===== config.mk =====
export PLATFORM = sky130hd
export DESIGN_NAME = pmrs_result_scaling
export DESIGN_NICKNAME = d
export VERILOG_FILES = /design/src/pmrs_pkg.sv /design/src/pmrs_conv_timer.sv /design/src/pmrs_result_scaling.sv
export SDC_FILE = /design/constraint.sdc
export NUM_CORES = 2
export LEC_CHECK = 0
export BUFFER_PORTS_ARGS = -buffer_cell sky130_fd_sc_hd__buf_2
export CAP_MARGIN = 15
export CORE_MARGIN = 10
export CORE_UTILIZATION = 40
export CTS_BUF_LIST = sky130_fd_sc_hd__clkbuf_4 sky130_fd_sc_hd__clkbuf_8 sky130_fd_sc_hd__clkbuf_16
export DETAILED_ROUTE_END_ITERATION = 16
export MAX_ROUTING_LAYER = met4
export SYNTH_ARGS = -nofsm -noshare
export SYNTH_HDL_FRONTEND = slang
export SYNTH_SLANG_ARGS = --single-unit

===== constraint.sdc =====
create_clock -name i_core_clk -period 12.45 [get_ports i_core_clk]
set_input_delay 1.245 -clock i_core_clk [delete_from_list [all_inputs] [get_ports i_core_clk]]
set_output_delay 1.245 -clock i_core_clk [all_outputs]
set_load 0.005 [all_outputs]

===== src/pmrs_pkg.sv =====
`default_nettype none

package pmrs_pkg;
    // Core clock rate
    localparam int CLK_MHZ = 100;
    // Result, calibration, counter, accumulator, timer and period widths
    localparam int SHUNT_W = 16;
    localparam int BUS_W = 16;
    localparam int TEMP_W = 12;
    localparam int CAL_W = 15;
    localparam int PWR_W = 24;
    localparam int CNT_W = 10;
    localparam int ACC_W = 26;
    localparam int TACC_W = 22;
    localparam int TMR_W = 19;
    localparam int PER_W = 23;
    // Conversion times in us, indexed by the conversion-time select
    localparam int CONV_US [8] = '{50, 84, 150, 280, 540, 1052, 2074, 4120};
    // Averaging counts as powers of two: 1, 4, 16, 64, 128, 256, 512, 1024
    localparam int AVG_LOG [8] = '{0, 2, 4, 6, 7, 8, 9, 10};
    // Step sizes per code
    localparam int SHUNT_STEP_NV_WIDE = 5000;
    localparam int SHUNT_STEP_NV_NARROW = 1250;
    localparam int BUS_STEP_UV = 3125;
    localparam int TEMP_STEP_MDEGC = 125;
    // Temperature encoding span in degrees C
    localparam int TEMP_MIN_DEGC = -256;
    localparam int TEMP_MAX_DEGC = 256;
    // Internal scaling shifts of the current and power products
    localparam int CUR_SHIFT = 11;
    localparam int PWR_SHIFT = 8;
    // Saturation limits
    localparam logic signed [31:0] CUR_MAX = 32'sh00007FFF;
    localparam logic signed [31:0] CUR_MIN = -32'sh00008000;
    localparam logic [32:0] PWR_MAX = 33'h000FFFFFF;
endpackage : pmrs_pkg

`default_nettype wire


===== src/pmrs_conv_timer.sv =====
`timescale 1ns/1ps
`default_nettype none

module pmrs_conv_timer #(
    parameter int CYC_PER_US = pmrs_pkg::CLK_MHZ
) (
    // Clock and reset
    input wire logic i_core_clk,
    input wire logic i_resetn,
    // Control
    input wire logic i_enable,
    input wire logic [2:0] i_conv_sel,
    // One pulse per finished conversion
    output logic o_tick
);
    logic [pmrs_pkg::TMR_W-1:0] cnt_q, cnt_d;
    logic tick_q, tick_d;
    logic [pmrs_pkg::TMR_W-1:0] limit;

    // Next count; period follows the selected conversion time
    always_comb begin
        limit = pmrs_pkg::TMR_W'(pmrs_pkg::CONV_US[i_conv_sel] * CYC_PER_US - 1);
        cnt_d = cnt_q;
        tick_d = 1'b0;
        if (!i_enable) begin
            cnt_d = '0;
        end else if (cnt_q >= limit) begin
            cnt_d = '0;
            tick_d = 1'b1;
        end else begin
            cnt_d = cnt_q + 1'b1;
        end
    end

    // Register stage
    always_ff @(posedge i_core_clk or negedge i_resetn) begin
        if (!i_resetn) begin
            cnt_q <= '0;
            tick_q <= 1'b0;
        end else begin
            cnt_q <= cnt_d;
            tick_q <= tick_d;
        end
    end

    assign o_tick = tick_q;

    // Shortest conversion spans many cycles, so ticks never touch
    property p_tick_gap;
        @(posedge i_core_clk) disable iff (!i_resetn)
        o_tick |=> !o_tick [*8];
    endproperty
    a_tick_gap: assert property (p_tick_gap) else $error("conversion ticks too close");

endmodule : pmrs_conv_timer

`default_nettype wire


===== src/pmrs_result_scaling.sv =====
// Function
// - Range bit picks 5 or 1.25 uV step
// - Shunt and bus results 16 bits, shunt signed
// - Bus result never negative, 3.125 mV step
// - Temperature signed 12 bits, 125 mC step
// - Temperature code spans -256 to +256 C
// - Physical value is code times step
// - Current recomputed after shunt result, times calibration
// - Zero calibration gives zero current
// - Power result is 24-bit unsigned
// - Conversion times 50 to 4120 us selectable
// - Sample period is conversion time times averages
`timescale 1ns/1ps
`default_nettype none

module pmrs_result_scaling #(
    parameter int CYC_PER_US = pmrs_pkg::CLK_MHZ
) (
    // Clock and reset
    input wire logic i_core_clk,
    input wire logic i_resetn,
    // Configuration
    input wire logic i_enable,
    input wire logic i_shunt_range_select,
    input wire logic [2:0] i_conv_sel,
    input wire logic [2:0] i_avg_sel,
    input wire logic [pmrs_pkg::CAL_W-1:0] i_shunt_cal,
    // Raw samples from the converter, same clock
    input wire logic signed [pmrs_pkg::SHUNT_W-1:0] i_adc_shunt,
    input wire logic signed [pmrs_pkg::BUS_W-1:0] i_adc_bus,
    input wire logic signed [pmrs_pkg::TEMP_W-1:0] i_adc_temp,
    // Front-end range control and sample timing
    output logic o_shunt_range_select,
    output logic o_conv_tick,
    output logic [pmrs_pkg::PER_W-1:0] o_sample_period_us,
    // Results
    output logic signed [pmrs_pkg::SHUNT_W-1:0] o_shunt_voltage_result,
    output logic [pmrs_pkg::BUS_W-1:0] o_bus_voltage_result,
    output logic signed [pmrs_pkg::TEMP_W-1:0] o_die_temperature_result,
    output logic signed [pmrs_pkg::SHUNT_W-1:0] o_current_result,
    output logic [pmrs_pkg::PWR_W-1:0] o_power_result,
    output logic o_result_valid,
    // Results in physical units
    output logic [12:0] o_shunt_step_nv,
    output logic signed [31:0] o_shunt_voltage_nv,
    output logic [31:0] o_bus_voltage_uv,
    output logic signed [19:0] o_die_temperature_mdegc
);
    localparam int SW = pmrs_pkg::SHUNT_W;
    localparam int AW = pmrs_pkg::ACC_W;
    localparam int TW = pmrs_pkg::TACC_W;
    logic tick;
    // Conversion timing
    pmrs_conv_timer #(.CYC_PER_US(CYC_PER_US)) u_timer (
        .i_core_clk(i_core_clk),
        .i_resetn(i_resetn),
        .i_enable(i_enable),
        .i_conv_sel(i_conv_sel),
        .o_tick(tick)
    );
    // Averaging state
    logic [pmrs_pkg::CNT_W-1:0] cnt_q, cnt_d, last_cnt;
    logic signed [AW-1:0] acc_sh_q, acc_sh_d, sum_sh;
    logic signed [AW-1:0] acc_bu_q, acc_bu_d, sum_bu;
    logic signed [TW-1:0] acc_te_q, acc_te_d, sum_te;
    logic [3:0] avg_log;
    logic first;
    // Averaged results
    logic signed [SW-1:0] sh_q, sh_d;
    logic [pmrs_pkg::BUS_W-1:0] bu_q, bu_d;
    logic signed [pmrs_pkg::TEMP_W-1:0] te_q, te_d;
    logic avg_done_q, avg_done_d;
    logic signed [AW-1:0] avg_bu;

    // Accumulate one sample per tick, divide by the power-of-two count
    always_comb begin
        avg_log = 4'(pmrs_pkg::AVG_LOG[i_avg_sel]);
        last_cnt = pmrs_pkg::CNT_W'((11'h001 << avg_log) - 11'h001);
        first = (cnt_q == '0);
        sum_sh = (first ? '0 : acc_sh_q) + AW'(i_adc_shunt);
        sum_bu = (first ? '0 : acc_bu_q) + AW'(i_adc_bus);
        sum_te = (first ? '0 : acc_te_q) + TW'(i_adc_temp);
        avg_bu = sum_bu >>> avg_log;
        cnt_d = cnt_q;
        acc_sh_d = acc_sh_q;
        acc_bu_d = acc_bu_q;
        acc_te_d = acc_te_q;
        sh_d = sh_q;
        bu_d = bu_q;
        te_d = te_q;
        avg_done_d = 1'b0;
        if (!i_enable) begin
            cnt_d = '0;
        end else if (tick) begin
            acc_sh_d = sum_sh;
            acc_bu_d = sum_bu;
            acc_te_d = sum_te;
            if (cnt_q >= last_cnt) begin
                cnt_d = '0;
                avg_done_d = 1'b1;
                sh_d = SW'(sum_sh >>> avg_log);
                // Offset can push a near-zero bus reading below zero
                bu_d = avg_bu[AW-1] ? '0 : {1'b0, avg_bu[SW-2:0]};
                te_d = pmrs_pkg::TEMP_W'(sum_te >>> avg_log);
            end else begin
                cnt_d = cnt_q + 1'b1;
            end
        end
    end

    always_ff @(posedge i_core_clk or negedge i_resetn) begin
        if (!i_resetn) begin
            cnt_q <= '0;
            acc_sh_q <= '0;
            acc_bu_q <= '0;
            acc_te_q <= '0;
            sh_q <= '0;
            bu_q <= '0;
            te_q <= '0;
            avg_done_q <= 1'b0;
        end else begin
            cnt_q <= cnt_d;
            acc_sh_q <= acc_sh_d;
            acc_bu_q <= acc_bu_d;
            acc_te_q <= acc_te_d;
            sh_q <= sh_d;
            bu_q <= bu_d;
            te_q <= te_d;
            avg_done_q <= avg_done_d;
        end
    end

    // Current, power and physical-unit stage
    logic signed [SW-1:0] cur_q, cur_d;
    logic cur_done_q, cur_done_d;
    logic [pmrs_pkg::PWR_W-1:0] pwr_q, pwr_d;
    logic pwr_done_q, pwr_done_d;
    logic [12:0] step_q, step_d;
    logic signed [31:0] sh_nv_q, sh_nv_d;
    logic [31:0] bu_uv_q, bu_uv_d;
    logic signed [19:0] te_m_q, te_m_d;
    logic signed [31:0] cur_prod, cur_scaled;
    logic [16:0] cur_mag;
    logic [32:0] pwr_prod, pwr_scaled;

    always_comb begin
        cur_prod = 32'(sh_q) * $signed({17'h00000, i_shunt_cal});
        cur_scaled = cur_prod >>> pmrs_pkg::CUR_SHIFT;
        cur_mag = cur_q[SW-1] ? 17'(-{cur_q[SW-1], cur_q}) : {1'b0, cur_q};
        pwr_prod = 33'(cur_mag) * 33'(bu_q);
        pwr_scaled = pwr_prod >> pmrs_pkg::PWR_SHIFT;
        step_d = i_shunt_range_select ? 13'(pmrs_pkg::SHUNT_STEP_NV_NARROW)
                                      : 13'(pmrs_pkg::SHUNT_STEP_NV_WIDE);
        cur_d = cur_q;
        pwr_d = pwr_q;
        sh_nv_d = sh_nv_q;
        bu_uv_d = bu_uv_q;
        te_m_d = te_m_q;
        cur_done_d = avg_done_q;
        pwr_done_d = cur_done_q;
        if (avg_done_q) begin
            // Calibration is read at the moment of each new shunt result
            if (i_shunt_cal == '0) begin
                cur_d = '0;
            end else if (cur_scaled > pmrs_pkg::CUR_MAX) begin
                cur_d = SW'(pmrs_pkg::CUR_MAX);
            end else if (cur_scaled < pmrs_pkg::CUR_MIN) begin
                cur_d = SW'(pmrs_pkg::CUR_MIN);
            end else begin
                cur_d = SW'(cur_scaled);
            end
            sh_nv_d = 32'(sh_q) * $signed({19'h00000, step_q});
            bu_uv_d = 32'(bu_q) * 32'(pmrs_pkg::BUS_STEP_UV);
            te_m_d = 20'(te_q) * 20'(pmrs_pkg::TEMP_STEP_MDEGC);
        end
        if (cur_done_q) begin
            // Saturate rather than wrap when the product overflows
            pwr_d = (pwr_scaled > pmrs_pkg::PWR_MAX) ? '1
                                                     : pmrs_pkg::PWR_W'(pwr_scaled);
        end
    end

    always_ff @(posedge i_core_clk or negedge i_resetn) begin
        if (!i_resetn) begin
            cur_q <= '0;
            pwr_q <= '0;
            cur_done_q <= 1'b0;
            pwr_done_q <= 1'b0;
            step_q <= 13'(pmrs_pkg::SHUNT_STEP_NV_WIDE);
            sh_nv_q <= '0;
            bu_uv_q <= '0;
            te_m_q <= '0;
        end else begin
            cur_q <= cur_d;
            pwr_q <= pwr_d;
            cur_done_q <= cur_done_d;
            pwr_done_q <= pwr_done_d;
            step_q <= step_d;
            sh_nv_q <= sh_nv_d;
            bu_uv_q <= bu_uv_d;
            te_m_q <= te_m_d;
        end
    end

    // Sample period registered from the selects
    logic [pmrs_pkg::PER_W-1:0] per_q, per_d;
    logic rng_q, rng_d;
    always_comb begin
        per_d = pmrs_pkg::PER_W'(pmrs_pkg::CONV_US[i_conv_sel]) << avg_log;
        rng_d = i_shunt_range_select;
    end

    always_ff @(posedge i_core_clk or negedge i_resetn) begin
        if (!i_resetn) begin
            per_q <= '0;
            rng_q <= 1'b0;
        end else begin
            per_q <= per_d;
            rng_q <= rng_d;
        end
    end

    // Outputs
    assign o_shunt_range_select = rng_q;
    assign o_conv_tick = tick;
    assign o_sample_period_us = per_q;
    assign o_shunt_voltage_result = sh_q;
    assign o_bus_voltage_result = bu_q;
    assign o_die_temperature_result = te_q;
    assign o_current_result = cur_q;
    assign o_power_result = pwr_q;
    assign o_result_valid = pwr_done_q;
    assign o_shunt_step_nv = step_q;
    assign o_shunt_voltage_nv = sh_nv_q;
    assign o_bus_voltage_uv = bu_uv_q;
    assign o_die_temperature_mdegc = te_m_q;

    // Checks
    property p_step;
        @(posedge i_core_clk) disable iff (!i_resetn)
        ##1 o_shunt_step_nv == ($past(i_shunt_range_select) ? 13'h04E2 : 13'h1388);
    endproperty
    a_step: assert property (p_step) else $error("shunt step does not follow range");

    property p_bus_pos;
        @(posedge i_core_clk) disable iff (!i_resetn)
        avg_done_q |-> !o_bus_voltage_result[15];
    endproperty
    a_bus_pos: assert property (p_bus_pos) else $error("bus result negative");

    property p_temp_span;
        @(posedge i_core_clk) disable iff (!i_resetn)
        cur_done_q |-> (o_die_temperature_mdegc >= -20'sh3E800)
                       && (o_die_temperature_mdegc < 20'sh3E800);
    endproperty
    a_temp_span: assert property (p_temp_span) else $error("temperature out of span");

    property p_phys;
        @(posedge i_core_clk) disable iff (!i_resetn)
        avg_done_q |=> o_bus_voltage_uv == 32'($past(o_bus_voltage_result)) * 32'(pmrs_pkg::BUS_STEP_UV);
    endproperty
    a_phys: assert property (p_phys) else $error("bus physical value wrong");

    property p_cur_after;
        @(posedge i_core_clk) disable iff (!i_resetn)
        tick && (cnt_q >= last_cnt) && i_enable |=> ##1 cur_done_q;
    endproperty
    a_cur_after: assert property (p_cur_after) else $error("current not updated");

    property p_cal_zero;
        @(posedge i_core_clk) disable iff (!i_resetn)
        avg_done_q && (i_shunt_cal == '0) |=> o_current_result == '0;
    endproperty
    a_cal_zero: assert property (p_cal_zero) else $error("current nonzero at zero cal");

    property p_pwr_after;
        @(posedge i_core_clk) disable iff (!i_resetn)
        avg_done_q |=> ##1 o_result_valid ##1 !o_result_valid;
    endproperty
    a_pwr_after: assert property (p_pwr_after) else $error("power not updated");

    property p_pwr_zero;
        @(posedge i_core_clk) disable iff (!i_resetn)
        cur_done_q && (o_current_result == '0) |=> o_power_result == '0;
    endproperty
    a_pwr_zero: assert property (p_pwr_zero) else $error("power nonzero at zero current");

    property p_period;
        @(posedge i_core_clk) disable iff (!i_resetn)
        (i_conv_sel == 3'h0) && (i_avg_sel == 3'h1) |=> o_sample_period_us == 23'h0000C8;
    endproperty
    a_period: assert property (p_period) else $error("sample period wrong");

endmodule : pmrs_result_scaling

`default_nettype wire


==> results.ini <==
[timing]
max_freq_mhz=108.2
setup_tns_ns=0
fin_crit_ns=9.242
drv_slew=0
setup_violations=0
finalWorstSetupSlack_ns=3.208
finalClockSkew_ns=0.02945
rsz0062_at_grt=false
hold_viol_final=0
tightest_slew_ns=1.173
max_slew_margin_pct=21.59
holdWs_ns=0.4699
period_share_pct=74.23

[pwr]
seq_power_share_pct=37.1
swShare_pct=30.43
ir_drop_uv=102.3
p_sw_mw=0.8197
p_leak_nw=28.12
power_frac_comb_pct=16.9
clock_power_share_pct=46.0
power.density_mw_per_mm2=51.22
internal_power_mw=1.874
power.total_mw=2.694

[placement]
portBuffers=263
gp_congestion=0.8911
hpwl_um=105800
pre_cts_ws_ns=3.120

[worst_setup_path]
r2r_start=o_current_result[0]
slowest_delay_ns=0.57
cp_max_fo=21
r2r_slack_ns=3.21
critPathKind=reg2reg
r2r_cells=30
cp-startpoint=o_current_result[0]
worst-endpoint-arrival_ns=9.74
endpoint_kind=register
slowest_stage=dfrtp_1
cp_data_required_time_ns=12.95
crit_path_frequent_cell=fa_1
start_kind=register
r2r-end=o_power_result[6]

[final_layout]
final_nets=6790
syn2layout_area_growth_pct=9.204
layout-drive-gt1-share_pct=10.08
fin_util_pct=43.90
final_common_cell=inv_1
layout_common_cells=inv_1, fa_1, ha_1

[yosys]
synth.yosys.seq_area_share_pct=15.12
synthFlopType=dfrtp_1
synth_area_leaders=fa_1, dfrtp_1, ha_1
netlist.area_leader.share_pct=27.02
synth.avg_cell_area_um2=9.050
yosysUniqueCellTypes=87
async_flop_share_pct=100.0
synth_top_area_cell=fa_1
yosys_register_bits=291
synth_edf_count=0
yosys_warnings=0
syn_area_mm2=0.04817
syn_inst=5322

[run_status]
outcome=finished, final reports clean

[clock_tree]
cts_setup_buffers=0
cts_resized=0
cts_buffers=40
clock-sinks=291
path_clk_slew_ns=0.06
clock_path_buffers=3
htreeDepth=2
clockRootBuffer=clkbuf_16
hold_buffers=0
cts_tree=done
clock_latency_ns=0.64

[die]
start_util_pct=40.20
coreArea_mm2=0.1198
dieWidth_um=367.0
die_area_mm2=0.1347
ios=276
num_rows=127
chipHeight_um=367.0

[drt]
drt_iter0_drc=2263
firstDrtPassIters=5
routed_wl_um=133000
post_drt_wl_per_cell_um=18.63
viasPerCell=5.175
drc=0
vias=36930
drt.antenna.violating_nets=0

[hold_path]
hold_depth=2
hold_class=reg2reg
worstHoldStart=acc_sh_q[20]
whs_endpoint=acc_sh_q[20]

[global_route]
gr-usage-all-layers_pct=20.27
antenna_found_initial=9
grt_pass1_vias=38460
grt_first_pass_wirelength_um=215400
grt_max_degree=131
grt_overflow=0

[job]
maxCapViolCount=0

==> metrics by stage <==
| step | std cells | instance area, µm² |
|---|---|---|
| CTS | 7128 | 52570 |
| global route | 7135 | 52590 |
| global placement | 7060 | 51210 |
| finish | 7137 | 52600 |
| floorplan | 5350 | 48270 |
| detailed placement | 7060 | 51210 |
==> synthesized netlist by cell type, types with 10 or more instances <==
| cell type | instances |
|---|---|
| nand3_1 | 63 |
| o22a_1 | 25 |
| ha_1 | 580 |
| a211oi_1 | 45 |
| and2_1 | 345 |
| a21boi_0 | 10 |
| xor2_1 | 71 |
| clkbuf_1 | 180 |
| dfrtp_1 | 290 |
| nand2_1 | 460 |
| mux2_2 | 113 |
| a22o_1 | 13 |
| and3_1 | 22 |
| or2_2 | 14 |
| a21o_1 | 73 |
| a211o_1 | 15 |
| buf_1 | 11 |
| or3_1 | 16 |
| o22ai_1 | 35 |
| a21oi_1 | 199 |
| xnor2_1 | 138 |
| a221oi_1 | 12 |
| o21ai_0 | 174 |
| o21bai_1 | 19 |
| buf_4 | 22 |
| mux2i_1 | 36 |
| o31ai_1 | 22 |
| fa_1 | 650 |
| a31oi_1 | 26 |
| nor2_1 | 247 |
| nand2b_1 | 24 |
| nor3_1 | 60 |
| buf_2 | 12 |
| nor2b_1 | 34 |
| o21a_1 | 42 |
| o211ai_1 | 33 |
| inv_1 | 1007 |
| nand4_1 | 22 |
==> cell families (layout without fill, tap and decap cells) <==
kind of cell	count (synthesis)	after routing	synth area share [%]
AOI/OAI and AO/OA	849	849	11.68
xor gates and xnor gates	209	209	3.800
adders and majority gates	1230	1230	42.08
buffers and inverters	1235	1402	9.843
DFF	291	291	15.12
muxes	157	157	3.772
other	2	38	0.01559
and+or+nand+nor	1349	1349	13.69
==> flip-flops by register name (all words and copies together), names as in the netlist <==
register and count:
acc_bu_q 26, acc_sh_q 26, acc_te_q 22, avg_done_q 1, cnt_q 10, cur_done_q 1, o_bus_voltage_result 15, o_bus_voltage_uv 28
o_current_result 16, o_die_temperature_mdegc 20, o_die_temperature_result 12, o_power_result 24, o_result_valid 1, o_sample_period_us 22, o_shunt_step_nv 2, o_shunt_voltage_nv 29
o_shunt_voltage_result 16, u_timer.cnt_q 19, u_timer.o_tick 1
==> power groups by stage <==
stage               Sequential (mW)  Combinational [mW]  Clock [mW]
CTS                            1.00               0.454        1.28
global route                   1.00               0.510        1.31
detailed placement             1.02               0.451           0
finish                         1.00               0.454        1.24
floorplan                      1.01               0.308           0
global placement               1.02               0.446           0
==> layer usage <==
metal	up-vias	GRT usage, %	wire, µm
li1	17520	-	-
met1	18310	26.14	59490
met2	920	32.98	61880
met3	181	3.229	7887
met4	0	5.448	3700
met5	-	-	0
==> worst max-delay path by stage <==
stage                          to  slack [ns]  depth (start not counted)
2_1_floorplan  o_power_result[10]        4.37                         31
3_3_place_gp    o_power_result[2]        3.27                         30
3_5_place_dp   o_power_result[22]        3.12                         30
4_1_cts        o_power_result[22]        3.09                         30
5_1_grt        o_power_result[14]        2.34                         30
6_report        o_power_result[6]        3.21                         30
==> area by class of cell <==
type	instances	area, µm²
clock buffer	53	1179
multi-input combinational	3824	36320
clock inverter	15	187.7
fill	11870	67210
inverter	1009	3787
sequential	291	7287
timing repair buffer	325	1804
antenna	8	20.02
tap	1612	2017
==> worst max-delay path: cells and delay by family (launching register included) <==
family	cells	cell delay, ns
XOR/XNOR	2	0.33
flip-flops	1	0.57
adder cells (fa/ha/maj)	8	3.51
AND/OR/NAND/NOR	6	1.75
AO/OA/AOI/OAI	9	2.33
buffers and inverters	5	0.61
(Power assumes the default switching activity.)
